[config.mk]
export PLATFORM = sky130hd
export DESIGN_NAME = rstc_rail_seq
export DESIGN_NICKNAME = d
export VERILOG_FILES = /design/src/rstc_pkg.sv /design/src/rstc_rail_seq.sv
export SDC_FILE = /design/constraint.sdc
export NUM_CORES = 1
export LEC_CHECK = 0
export ABC_CLOCK_PERIOD_IN_PS = 2720
export BUFFER_PORTS_ARGS = -buffer_cell sky130_fd_sc_hd__buf_2
export CAP_MARGIN = 25
export CORE_AREA = 2 2 140 101
export CTS_BUF_LIST = sky130_fd_sc_hd__clkbuf_8
export DETAILED_ROUTE_END_ITERATION = 16
export DIE_AREA = 0 0 142 103
export GPL_TIMING_DRIVEN = 0
export PLACE_DENSITY = 0.77
export SETUP_SLACK_MARGIN = 0.4
export SLEW_MARGIN = 20
export SYNTH_ARGS = -nofsm -noshare
export SYNTH_HDL_FRONTEND = slang
export SYNTH_SLANG_ARGS = --single-unit
[constraint.sdc]
create_clock -name CLK -period 2.72 [get_ports CLK]
set_input_delay 0.544 -clock CLK [delete_from_list [all_inputs] [get_ports CLK]]
set_output_delay 0.544 -clock CLK [all_outputs]
set_load 0.02 [all_outputs]
[src/rstc_pkg.sv]
// rstc_pkg: register map, field layout and shared types for the rail sequence / tracking block
// assumes a byte-oriented command port driven by the management interface front end
package rstc_pkg;
  localparam logic [7:0]  LOOP_RESPONSE_OFS   = 8'hdf;
  localparam logic [7:0]  RAIL_ORDER_OFS      = 8'he0;
  localparam logic [7:0]  VOLTAGE_FOLLOW_OFS  = 8'he1;
  localparam int          LOOP_EN_BIT         = 24;
  localparam int          LOOP_RES_MSB        = 23;
  localparam int          LOOP_RES_LSB        = 16;
  localparam int          LOOP_GAIN_MSB       = 15;
  localparam int          LOOP_GAIN_LSB       = 0;
  localparam logic [31:0] LOOP_WR_MASK        = 32'h01ff_ffff;
  localparam int          PRE_EN_BIT          = 15;
  localparam int          PRE_ID_MSB          = 12;
  localparam int          PRE_ID_LSB          = 8;
  localparam int          SEQ_EN_BIT          = 7;
  localparam int          SEQ_ID_MSB          = 4;
  localparam int          SEQ_ID_LSB          = 0;
  localparam logic [15:0] RAIL_ORDER_WR_MASK  = 16'h9f9f;
  localparam logic [15:0] RAIL_ORDER_RST      = 16'h0000;
  localparam int          FOLLOW_EN_BIT       = 7;
  localparam int          FOLLOW_HALF_BIT     = 2;
  localparam int          FOLLOW_CAP_BIT      = 1;
  localparam logic [7:0]  FOLLOW_WR_MASK      = 8'h86;
  localparam logic [7:0]  VOLTAGE_FOLLOW_RST  = 8'h00;
  localparam logic [1:0]  EVT_POWER_GOOD      = 2'h1;
  localparam logic [1:0]  EVT_POWER_DOWN      = 2'h2;

  typedef struct packed {
    logic        valid;
    logic [1:0]  kind;
    logic [4:0]  rail_id;
  } rstc_event_type;

  typedef struct packed {
    logic        wr;
    logic        rd;
    logic [7:0]  addr;
    logic [31:0] wdata;
  } rstc_cmd_type;
endpackage

[src/rstc_rail_seq.sv]
// rstc_rail_seq: loop response, rail order and voltage follow settings plus rail on/off sequencing
// assumes command, peer events, strap decodes and measurements arrive synchronous to CLK
// Behaviour
// [RULE_01] loop response: bit 24 enable, 23:16 residual, 15:0 gain, read-write
// [RULE_02] gain and residual auto-derived from input and output voltage unless overridden
// [RULE_03] loop response resets to the loop strap pin decode value; code sets bit 24 but gain and residual read AUTO values
// [RULE_04] host should keep gain near 100..1000 and residual near 10..90
// [RULE_05] turn on only when enabled and prequel has broadcast power good
// [RULE_06] turn off with delays after sequel broadcasts power down
// [RULE_07] rail order bit 15 prequel enable, bits 12:8 prequel rail id
// [RULE_08] rail order bit 7 sequel enable, bits 4:0 sequel rail id
// [RULE_09] rail order bits 14:13 and 6:5 read as zero
// [RULE_10] written rail order overrides the setup strap ordering
// [RULE_11] rail order resets to zero, both orderings disabled; code sequences from STRAP_ORDER until the first write
// [RULE_12] follow bit 7 enables tracking; byte resets to zero
// [RULE_13] tracking ratio 100% when bit 2 clear, 50% when set
// [RULE_14] bit 1 caps output at target or follow voltage; bits 6:3,0 unused
// [RULE_15] tracking only when not in a 4/6/8 phase group
// [RULE_16] host sets tracking turn-off delay above tracked delay plus fall
// [RULE_17] host sets output command to the steady-state voltage when tracking
// [RULE_18] prequel enabled and no power good seen keeps output off
`timescale 1ns/1ps
`default_nettype none
module rstc_rail_seq
  import rstc_pkg::*;
(
  input  wire logic           CLK,
  input  wire logic           NRST,
  input  wire rstc_cmd_type   CMD,
  output logic [31:0]         RDATA,
  output logic                RVALID,
  input  wire logic [7:0]     STRAP_RESIDUAL,
  input  wire logic [15:0]    STRAP_GAIN,
  input  wire logic [15:0]    STRAP_ORDER,
  input  wire logic [7:0]     AUTO_RESIDUAL,
  input  wire logic [15:0]    AUTO_GAIN,
  input  wire logic           ENABLE_STATE,
  input  wire logic           MULTI_GROUP,
  input  wire rstc_event_type PEER_EVT,
  input  wire logic           OFF_DELAY_DONE,
  input  wire logic [15:0]    TARGET_VOLT,
  input  wire logic [15:0]    FOLLOW_VOLT,
  output logic                RAIL_ON,
  output logic                OFF_DELAY_START,
  output logic                LOOP_GAIN_EN,
  output logic [7:0]          LOOP_RESIDUAL,
  output logic [15:0]         LOOP_GAIN,
  output logic                TRACK_ACTIVE,
  output logic [15:0]         VOLT_REF
);
  typedef enum logic [1:0] {
    ST_OFF   = 2'b00,
    ST_ON    = 2'b01,
    ST_DELAY = 2'b10
  } rstc_state_type;

  logic [31:0]    loop_q;
  logic           loop_init_q;
  logic           override_q;
  logic [15:0]    order_q;
  logic           order_wr_q;
  logic [7:0]     follow_q;
  logic           pg_seen_q;
  rstc_state_type st_q, st_d;

  wire wr_loop   = CMD.wr && CMD.addr == LOOP_RESPONSE_OFS;
  wire wr_order  = CMD.wr && CMD.addr == RAIL_ORDER_OFS;
  wire wr_follow = CMD.wr && CMD.addr == VOLTAGE_FOLLOW_OFS;

  // written order wins over the strap decode once software has touched it
  wire [15:0] order_eff = (order_wr_q ? order_q : STRAP_ORDER) & RAIL_ORDER_WR_MASK; // [RULE_10] [RULE_09]
  wire        pre_en  = order_eff[PRE_EN_BIT];                                      // [RULE_07]
  wire [4:0]  pre_id  = order_eff[PRE_ID_MSB:PRE_ID_LSB];
  wire        seq_en  = order_eff[SEQ_EN_BIT];                                      // [RULE_08]
  wire [4:0]  seq_id  = order_eff[SEQ_ID_MSB:SEQ_ID_LSB];
  wire pg_evt = PEER_EVT.valid && PEER_EVT.kind == EVT_POWER_GOOD && PEER_EVT.rail_id == pre_id;
  wire pd_evt = PEER_EVT.valid && PEER_EVT.kind == EVT_POWER_DOWN && PEER_EVT.rail_id == seq_id;
  wire pre_ok = !pre_en || pg_seen_q || pg_evt;                                     // [RULE_05] [RULE_18]
  wire want_off = !ENABLE_STATE || (seq_en && pd_evt);                              // [RULE_06]

  wire        track  = follow_q[FOLLOW_EN_BIT] && !MULTI_GROUP;                     // [RULE_12] [RULE_15]
  wire [15:0] scaled = follow_q[FOLLOW_HALF_BIT] ? {1'b0, FOLLOW_VOLT[15:1]} : FOLLOW_VOLT; // [RULE_13]
  wire [15:0] cap    = follow_q[FOLLOW_CAP_BIT] ? FOLLOW_VOLT : TARGET_VOLT;       // [RULE_14]
  wire [15:0] ref_d  = !track ? TARGET_VOLT : (scaled < cap ? scaled : cap);

  // until a user write, gain and residual follow the automatic derivation
  wire [7:0]  res_d  = override_q ? loop_q[LOOP_RES_MSB:LOOP_RES_LSB] : AUTO_RESIDUAL;  // [RULE_02]
  wire [15:0] gain_d = override_q ? loop_q[LOOP_GAIN_MSB:LOOP_GAIN_LSB] : AUTO_GAIN;

  logic [31:0] rd_mux;
  always_comb begin
    unique case (CMD.addr)
      LOOP_RESPONSE_OFS:  rd_mux = {loop_q[31:24], res_d, gain_d};
      // reads show the stored word; the strap order only steers sequencing
      RAIL_ORDER_OFS:     rd_mux = {16'h0000, order_q};                            // [RULE_11]
      VOLTAGE_FOLLOW_OFS: rd_mux = {24'h000000, follow_q & FOLLOW_WR_MASK};
      default:            rd_mux = 32'h0000_0000;
    endcase
  end

  always_comb begin
    st_d = st_q;
    unique case (st_q)
      ST_OFF:   if (ENABLE_STATE && pre_ok) st_d = ST_ON;                          // [RULE_05]
      ST_ON:    if (want_off) st_d = ST_DELAY;                                     // [RULE_06]
      ST_DELAY: if (OFF_DELAY_DONE) st_d = ST_OFF;
      default:  st_d = ST_OFF;
    endcase
  end

  // a write in the first cycle after reset still beats the strap capture
  always_ff @(posedge CLK or negedge NRST) begin
    if (!NRST) begin
      loop_q <= 32'h0000_0000;
    end else if (wr_loop) begin
      loop_q <= CMD.wdata & LOOP_WR_MASK;                                          // [RULE_01]
    end else if (!loop_init_q) begin
      // strap is caught on the first clock after reset release
      loop_q <= {7'h00, 1'b1, STRAP_RESIDUAL, STRAP_GAIN};                        // [RULE_03]
    end
  end

  always_ff @(posedge CLK or negedge NRST) begin
    if (!NRST) begin
      loop_init_q <= 1'b0;
    end else begin
      loop_init_q <= 1'b1;
    end
  end

  always_ff @(posedge CLK or negedge NRST) begin
    if (!NRST) begin
      override_q <= 1'b0;
    end else if (wr_loop) begin
      override_q <= 1'b1;                                                          // [RULE_02]
    end
  end

  always_ff @(posedge CLK or negedge NRST) begin
    if (!NRST) begin
      order_q <= RAIL_ORDER_RST;                                                   // [RULE_11]
    end else if (wr_order) begin
      order_q <= CMD.wdata[15:0] & RAIL_ORDER_WR_MASK;                             // [RULE_09]
    end
  end

  always_ff @(posedge CLK or negedge NRST) begin
    if (!NRST) begin
      order_wr_q <= 1'b0;
    end else if (wr_order) begin
      order_wr_q <= 1'b1;                                                          // [RULE_10]
    end
  end

  always_ff @(posedge CLK or negedge NRST) begin
    if (!NRST) begin
      follow_q <= VOLTAGE_FOLLOW_RST;                                              // [RULE_12]
    end else if (wr_follow) begin
      follow_q <= CMD.wdata[7:0] & FOLLOW_WR_MASK;                                 // [RULE_14]
    end
  end

  always_ff @(posedge CLK or negedge NRST) begin
    if (!NRST) begin
      st_q <= ST_OFF;
    end else begin
      st_q <= st_d;
    end
  end

  // a fresh power-good is needed for each power-up
  always_ff @(posedge CLK or negedge NRST) begin
    if (!NRST) begin
      pg_seen_q <= 1'b0;
    end else if (st_q == ST_ON) begin
      pg_seen_q <= 1'b0;
    end else if (pg_evt) begin
      pg_seen_q <= 1'b1;                                                           // [RULE_18]
    end
  end

  always_ff @(posedge CLK or negedge NRST) begin
    if (!NRST) begin
      RAIL_ON         <= 1'b0;
      OFF_DELAY_START <= 1'b0;
    end else begin
      RAIL_ON         <= st_d != ST_OFF;                                           // [RULE_05]
      OFF_DELAY_START <= st_q == ST_ON && st_d == ST_DELAY;                        // [RULE_06]
    end
  end

  always_ff @(posedge CLK or negedge NRST) begin
    if (!NRST) begin
      LOOP_GAIN_EN  <= 1'b0;
      LOOP_RESIDUAL <= 8'h00;
      LOOP_GAIN     <= 16'h0000;
    end else begin
      LOOP_GAIN_EN  <= loop_q[LOOP_EN_BIT];                                        // [RULE_01]
      LOOP_RESIDUAL <= res_d;
      LOOP_GAIN     <= gain_d;
    end
  end

  always_ff @(posedge CLK or negedge NRST) begin
    if (!NRST) begin
      TRACK_ACTIVE <= 1'b0;
      VOLT_REF     <= 16'h0000;
    end else begin
      TRACK_ACTIVE <= track;                                                       // [RULE_15]
      VOLT_REF     <= ref_d;                                                       // [RULE_13]
    end
  end

  // read data holds until the next read so a slow host can still pick it up
  always_ff @(posedge CLK or negedge NRST) begin
    if (!NRST) begin
      RDATA <= 32'h0000_0000;
    end else if (CMD.rd) begin
      RDATA <= rd_mux;
    end
  end

  always_ff @(posedge CLK or negedge NRST) begin
    if (!NRST) begin
      RVALID <= 1'b0;
    end else begin
      RVALID <= CMD.rd;
    end
  end
endmodule
`default_nettype wire

Yosys cells after proc, flatten, opt, wreduce, memory -nomap -nowiden --
Cells that the tools add are included.
Cells by class: magnitude comparators 1, eq/ne operators 11, muxes and demuxes 16, reductions and logical operators 20
Operators by type and width (number):
- two-way mux 16 bit | 6
- one-hot mux 32 bit (3 select lines) | 1
- two-way mux 32 bit | 2
- == test 8 bit (second input constant) | 3
- < comparator 16 bit | 1
- logical AND 1 bit | 11
- == test 5 bit | 2
- two-way mux 8 bit | 1
- == test 2 bit (second input constant) | 3
- two-way mux 2 bit | 3
- one-hot mux 2 bit (3 select lines) | 1
- == test 2 x 1 -> 1 bit (second input constant) | 2
- nonzero test 2 bit | 2
- zero test 1 bit | 3
- logical OR 1 bit | 3
- zero test 2 bit | 1
- two-way mux 1 bit | 2
- != test 2 x 1 -> 1 bit (second input constant) | 1
Word-level totals: register bits after elaboration 130, input bits 151, output and inout port bits 77, logic and storage cells 65

Longest topological paths before layout --
Gate-level depths: netlist (run 1).
word-level depth 9, gate-level depth with buffers 10, depth with buffers taken out 7

Worst setup path after synthesis (run 1) --
OpenSTA, ideal clock, no wires.
path type register to register, from register follow_q[1], to register VOLT_REF[14], library setup time 0.135 ns, arrival 2.803 ns, required time 2.585 ns, setup slack -0.218 ns, stages on the path, launching flop included 11, path buffers 3, clock period less this slack 2.938 ns, path through dfrtp_1 -> buf_2 -> buf_1 -> mux2i_1 -> ha_1 -> a21o_1 -> a221o_1 -> a21oi_2 -> o221a_4 -> buf_8 -> o221ai_2
On the way: word-level cells in the longest chain between the ends 4
Ends and longest elaborated chain:
- from (decl) | line rstc_rail_seq.sv:62 | logic [7:0] follow_q;
- from (signal assigned) | line rstc_rail_seq.sv:159 | follow_q <= CMD.wdata[7:0] & FOLLOW_WR_MASK;
- two-way mux 16 bit (*) | line rstc_rail_seq.sv:83 | wire [15:0] cap = follow_q[FOLLOW_CAP_BIT] ? FOLLOW_VOLT : TARGET_VOLT;
- < comparator 16 bit | line rstc_rail_seq.sv:84 | wire [15:0] ref_d = !track ? TARGET_VOLT : (scaled < cap ? scaled : cap);
- two-way mux 16 bit (*) (2 in a row) | line rstc_rail_seq.sv:84
- net ref_d[14] | line rstc_rail_seq.sv:84
- to (signal assigned) | line rstc_rail_seq.sv:210 | VOLT_REF <= ref_d;
- to (decl) | line rstc_rail_seq.sv:49 | output logic [15:0] VOLT_REF
Mark *: on every way through the listed nets, which the timed path passes. The rest lies on a longest branch. A chain may end at the register's enable or synchronous reset.

Worst setup path after layout (run 1) --
from register follow_q[2], to register VOLT_REF[6]
On the way: word-level cells in the longest chain between the ends 4
Ends and longest elaborated chain:
- two-way mux 16 bit (*) | line rstc_rail_seq.sv:82 | wire [15:0] scaled = follow_q[FOLLOW_HALF_BIT] ? {1'b0, FOLLOW_VOLT[15:1]} : FOLLOW_VOLT;
- < comparator 16 bit | line rstc_rail_seq.sv:84
- two-way mux 16 bit (*) (2 in a row) | line rstc_rail_seq.sv:84
- net ref_d[6] | line rstc_rail_seq.sv:84
Marked as above.

==> out/metrics.yaml, run 1 <==
drt:
  routedWlPerCell_um: 18.96
  drt-total-wl_um: 18810
  via_per_inst: 5.448
  final_antenna_net_count: 0
  drc: 0
  drt_iter0_drc: 262
  first_pass_iters: 5
  vias: 5404
critical_path:
  cp_common_cell: "buf_6"
  critical_path_class: "flop to flop"
  crit_path_max_incr_delay_ns: 0.38
  cp_slowest_cell: "dfrtp_1"
  required_ns: 3.04
  timing.critical_path.buf_inv: 4
  crit_chain: "buf_6, clkbuf_16, mux2_4, ha_4, and4_4, nand4_1, nand2b_4, o221a_4, buf_6, buf_12, o221ai_4"
  cp-start-kind: "flop"
  critPathCaptureType: "flop"
  cp_top_family: "simple AND/OR/NAND/NOR gates"
  cp_max_fo: 8
  arrival_ns: 3.06
synth:
  ys_ff_latch: 116
  synth.distinct_cells: 49
  synth_flop_cell: "dfrtp_1"
  seq_area_frac_synth_pct: 48.28
  netlist_area_mm2: 0.006012
  avgSynthCellArea_um2: 11.07
  syn_inst: 543
  yosys_warnings: 0
  async_flop_share_pct: 100.0
  synth-edff-count: 0
power:
  seqPwrFrac_pct: 43.7
  p_sw_uw: 1322
  power_leakage_uw: 0.003910
  power_density_mw_per_mm2: 511.5
  swShare_pct: 30.60
  p_int_uw: 2997
  vdd_drop_max_mv: 0.3211
  p_clk_share_pct: 35.3
  power_frac_comb_pct: 21.0
floorplanning:
  die_h_um: 103
  die_w_um: 142
  core_area_mm2: 0.01347
  rows: 36
  start_util_pct: 44.64
  dieArea_mm2: 0.01463
  boundaryPins: 228
timing:
  setup_viol: 4
  final.setup.worst_slack_ns: -0.01343
  hold_viol_final: 0
  period_needed_ns: 2.733
  finalMaxSlewViolations: 0
  worstMarginPinSlew_ns: 0.8415
  finClkSkew_ns: 0.01752
  relSlewSlack_pct: 43.90
  finalCritPeriodShare_pct: 100.5
  setup_tns_ns: -0.03009
  rsz0062_at_grt: "true"
  clock.fmax_mhz: 365.8
final_layout:
  nets: 973
  nFillCells: 1074
  layout_common_cells: "buf_2 (210), dfrtp_1 (116), mux2i_1 (48)"
  final_area_mm2: 0.008443
  area_delta_synth_final_pct: 40.44
  stdcell_count: 992
  final_common_cell: "buf_2"
  drive_gt1_share_pct: 47.07
global_route:
  grt_pass1_vias: 5349
  antenna_found_initial: 1
  grt-ovfl-total: 0
  gr-usage-met3_pct: 4.366
  use_met1_pct: 34.75
  grt_pass1_wl_um: 28060
  gr-max-usage-layer: "met2"
  grt_start_max_net_pins: 66
  grt_util_met2_pct: 40.17
  grt_use_total_pct: 25.06
cts:
  hold_buffers: 0
  ctsLongestPathBuffers: 2
  cts.sinks: 116
  cts_max_level: 4
  cts_tree: "built"
  cts_buffers: 17
  root_buffer: "clkbuf_8"
  clk_latency_ns: 0.42
  path_clk_slew_ns: 0.08
run:
  maxCapViolCount: 0
place:
  gp_congestion: 0.8860
  dpl.hpwl_um: 13360
  place_area_mm2: 0.007490
  io_buffers: 209
  place_inst: 930
min_path:
  hold_class: "input port to async pin"
run_status:
  violations: "setup timing"
  status: "finished, violations left"
-- cell usage after synthesis, types with 2 or more instances --
master     number  share of area (%)
buf_2           3               0.25
a22oi_1         9                1.1
mux2_2         53                9.9
inv_1          44                2.7
mux2i_1        51                8.5
ha_1           15                3.1
o221ai_1        6               0.87
a31oi_1         2               0.21
a222oi_1        3               0.50
nand4b_1        2               0.29
and2_1          2               0.21
buf_1           2               0.12
xnor2_1         7                1.0
nor2b_1         3               0.31
nand2b_1        5               0.52
o2111ai_1      15                2.2
conb_1          2               0.12
nand4_1         4               0.42
buf_4           7               0.87
buf_6           2               0.37
nor2_1         34                2.1
nand3_1        15                1.2
o221ai_2       10                2.5
a21oi_1        30                2.5
clkbuf_1       25                1.6
o21ai_0        17                1.4
xor2_1          3               0.44
o211ai_1        2               0.25
o22ai_1        12                1.2
dfrtp_1       116                 48
nand2_1        24                1.5
-- stage by stage --
step | utilization, % | total power, uW | setup WS (ns) | hold WS (ns)
2_1_floorplan | - | 2369 | 0.1642 | 0.2484
3_3_place_gp | 55.36 | 2667 | -0.3235 | 0.3886
3_5_place_dp | 55.61 | 2691 | -0.2180 | 0.4048
4_1_cts | 60.35 | 4284 | 0.03035 | 0.07200
5_1_grt | 62.69 | 4521 | -0.08474 | 0.09227
6_report | 62.69 | 4319 | -0.01343 | 0.06310
-- state kept, by name (all words and copies together) (netlist names), 2 cells and up --
| register | count |
|---|---|
| follow_q | 3 |
| loop_q | 25 |
| order_q | 12 |
| LOOP_RESIDUAL | 8 |
| RDATA | 25 |
| st_q | 2 |
| VOLT_REF | 16 |
| LOOP_GAIN | 16 |
-- power by group through the flow --
stage          registers (uW)  clock network, uW  logic [uW]
5_1_grt                  1900               1650         978
4_1_cts                  1880               1570         828
3_3_place_gp             1910                  0         755
2_1_floorplan            1980                  0         393
6_report                 1890               1530         906
3_5_place_dp             1920                  0         773
-- cell families after synthesis --
logic type	count (synthesis)	share of synthesized area (%)
compound gates	116	14.84
xor+xnor	10	1.457
fa+ha+maj	15	3.122
buf+inv	85	6.243
flops	116	48.28
mux	105	18.65
other cells	2	0.1249
simple gates	94	7.284
-- cell type report --
| class | instances | area [um2] | share of cell area (%) |
|---|---|---|---|
| inverters | 45 | 168.9 | 2.001 |
| multi-input cells | 348 | 3126 | 37.02 |
| well taps | 171 | 214.0 | 2.534 |
| flip-flops and latches | 116 | 2903 | 34.38 |
| plain buffers | 40 | 272.8 | 3.231 |
| diodes | 1 | 2.502 | 0.02964 |
| repair buffers | 239 | 1379 | 16.33 |
| clock inverters | 15 | 143.9 | 1.704 |
| clock buffers | 17 | 234.0 | 2.771 |
-- layer usage --
| metal | vias up | share of wire [%] |
|---|---|---|
| li1 | 2472 | - |
| met1 | 2679 | 45 |
| met2 | 229 | 47 |
| met3 | 24 | 6.5 |
| met4 | 0 | 1.7 |
| met5 | - | 0 |
-- path summary, 6_finish.rpt --
path / startpoint / to / slack [ns] / depth (start not counted)
worst max-delay path: follow_q[2] / VOLT_REF[6] / -0.01 / 11
worst max register to register: follow_q[2] / VOLT_REF[6] / -0.01 / 11
worst min register to register: loop_q[24] / LOOP_GAIN_EN / 0.42 / 0
max in group asynchronous: NRST / RDATA[18] / 1.94 / 2
worst min-delay path: NRST / RAIL_ON / 0.06 / 1
min in group CLK: CMD[40] / RVALID / 0.31 / 1
-- timing repair --
action                     4_1_cts  5_1_grt
setup buffers                   21        6
gates resized for setup         10       38
gates cloned                     1        1
setup endpoints to repair       16       25
pin swaps                        6        7
No activity file was read; power rests on OpenSTA's default activity.
==> run 2, diff against run 1 <==
ABC_CLOCK_PERIOD_IN_PS = 2500   (was 2720)
clock period = 2.5 ns   (was 2.72 ns; I/O delays follow)
==> run 2 against run 1 <==
The run still ends with setup timing left. Routed wire length is 0.15% lower. Clock power grew 8%. Worst setup slack got worse by 0.22 ns. Final cell count unchanged. Final area grew 0.12%.
==> out/metrics.yaml, run 2 (synthesis gave the netlist of run 1 again) <==
run_status:
  status: "finished, violations left"
  violations: "setup timing"
critical_path:
  crit_chain: "buf_6, clkbuf_16, mux2_4, ha_4, and4_4, nand4_1, nand2b_4, o221a_4, buf_6, buf_12, o221ai_4"
  cp_max_fo: 8  # unchanged
  worstReg2RegEnd: "VOLT_REF[6]"
  critical_path_class: "flop to flop"
  cp-start-kind: "flop"
  r2r_start: "follow_q[2]"
  arrival_ns: 3.06  # about the same
  critPathCaptureType: "flop"
  cp_common_cell: "buf_6"
  ff2ff_setup_slack_ns: -0.24  # -0.22 ns
  crit_path_max_incr_delay_ns: 0.38  # about the same
  crit_start: "follow_q[2]"
  crit_end: "VOLT_REF[6]"
  reg2reg_depth: 11  # unchanged
  required_ns: 2.82  # -0.22 ns
  cp_slowest_cell: "dfrtp_1"
global_route:
  grt_start_max_net_pins: 66  # unchanged
  grt_use_total_pct: 25.06  # unchanged
  grt-ovfl-total: 0  # unchanged
  antenna_found_initial: 1  # unchanged
  grt_pass1_wl_um: 28060  # unchanged
  grt_pass1_vias: 5349  # unchanged
place:
  gp_congestion: 0.8860  # unchanged
  io_buffers: 209  # unchanged
  dpl.hpwl_um: 13360  # unchanged
  pre_cts_ws_ns: -0.4380  # -0.2200 ns
final_layout:
  drive_gt1_share_pct: 47.68  # +0.61 points
  top_regs: "RDATA (25), loop_q (25)"
  area_delta_synth_final_pct: 40.60
  final_common_cell: "buf_2"
  nFillCells: 1076  # +0.19%
  layout_common_cells: "buf_2 (209), dfrtp_1 (116), mux2i_1 (48)"
  nets: 973  # unchanged
timing:
  final.setup.worst_slack_ns: -0.2366  # -0.2232 ns
  setup_tns_ns: -3.124  # -3.094 ns
  finClkSkew_ns: 0.01776  # +0.0002335 ns
  rsz0062_at_grt: "true"
  relSlewSlack_pct: 49.27  # +5.4 points
  hold_viol_final: 0  # unchanged
  finalMaxSlewViolations: 0  # unchanged
  period_needed_ns: 2.737  # +0.003185 ns
  whs_ns: 0.01894  # -0.04416 ns
  clock.fmax_mhz: 365.4  # -0.12%
  worstMarginPinSlew_ns: 0.7610  # -0.08050 ns
  finalCritPeriodShare_pct: 109.5  # +9.0 points
  setup_viol: 16  # +12
cts:
  cts_buffers: 17  # unchanged
  path_clk_slew_ns: 0.08  # about the same
  cts_max_level: 4  # unchanged
  root_buffer: "clkbuf_8"
  cts_tree: "built"
  cts.sinks: 116  # unchanged
  ctsLongestPathBuffers: 2  # unchanged
  hold_buffers: 0  # unchanged
  clk_latency_ns: 0.42  # about the same
floorplanning:
  core_area_mm2: 0.01347  # unchanged
  die_h_um: 103  # unchanged
  rows: 36  # unchanged
  boundaryPins: 228  # unchanged
  start_util_pct: 44.64  # unchanged
  dieArea_mm2: 0.01463  # unchanged
  die_w_um: 142  # unchanged
drt:
  drc: 0  # unchanged
  drt-total-wl_um: 18780  # -0.15%
  final_antenna_net_count: 0  # unchanged
  routedWlPerCell_um: 18.93  # -0.15%
  drt_iter0_drc: 269  # +2.7%
  vias: 5385  # -0.35%
  first_pass_iters: 5  # unchanged
  via_per_inst: 5.428  # -0.35%
power:
  power_leakage_uw: 0.003922  # +0.31%
  power_density_mw_per_mm2: 556.3  # +8.7%
  vdd_drop_max_mv: 0.3494  # +8.8%
run:
  maxCapViolCount: 0  # unchanged
min_path:
  hold_class: "input port to async pin"
-- run 2: layout make-up --
class | instances | area, um2 | area share [%]
antenna | 1 | 2.502 | 0.02960
buffer | 40 | 280.3 | 3.316
clock buffer | 17 | 234.0 | 2.768
clock inverter | 15 | 143.9 | 1.702
inverter | 45 | 168.9 | 1.998
multi-input combinational | 348 | 3128 | 37.00
sequential | 116 | 2903 | 34.34
tap | 171 | 214.0 | 2.531
timing repair buffer | 239 | 1379 | 16.31
-- run 2: report_power, final --
group	leakage [uW]	total [uW]	internal, uW	switching, uW
logic	0.00229	988	458	530
clock network	0.000186	1660	809	854
registers	0.00145	2050	2000	56.2
-- run 2: worst min path at each step --
stage	from	endpoint	slack, ns	depth (start not counted)
CTS	NRST	RAIL_ON	0.03	1
global placement	loop_q[24]	LOOP_GAIN_EN	0.39	0
detailed placement	loop_q[24]	LOOP_GAIN_EN	0.40	0
finish	NRST	RAIL_ON	0.02	1
floorplan	NRST	LOOP_GAIN[0]	0.20	0
global route	NRST	order_wr_q	0.05	1
-- run 2: through the flow --
| stage | util [%] | std cells | area [um2] | power, uW |
|---|---|---|---|---|
| 2_1_floorplan | - | 549 | 6196 | 2578 |
| 3_3_place_gp | 55.36 | 929 | 7456 | 2902 |
| 3_5_place_dp | 55.61 | 930 | 7490 | 2928 |
| 4_1_cts | 60.41 | 984 | 8135 | 4662 |
| 5_1_grt | 62.76 | 992 | 8453 | 4921 |
| 6_report | 62.76 | 992 | 8453 | 4702 |
-- run 2: per-layer routing --
| metal | wire length (um) | vias up | global-route usage, % |
|---|---|---|---|
| li1 | - | 2471 | - |
| met1 | 8415 | 2664 | 34.75 |
| met2 | 8766 | 225 | 40.17 |
| met3 | 1279 | 25 | 4.366 |
| met4 | 319 | 0 | 8.769 |
| met5 | 0 | - | 0 |
-- run 2: worst max-delay path: cells and delay by family, from the launching register on --
family                   cells  cell delay, ns
flip-flops                   1            0.38
AO/OA/AOI/OAI                2            0.44
multiplexers                 1            0.32
AND/OR/NAND/NOR              3            0.65
buffers and inverters        4            0.55
adder cells (fa/ha/maj)      1            0.27
-- run 2: what timing repair did --
item,4_1_cts,5_1_grt
pin swaps,6,7
endpoints found under the setup margin,32,42
setup buffers,21,6
resized for setup,12,46
gates cloned,1,1
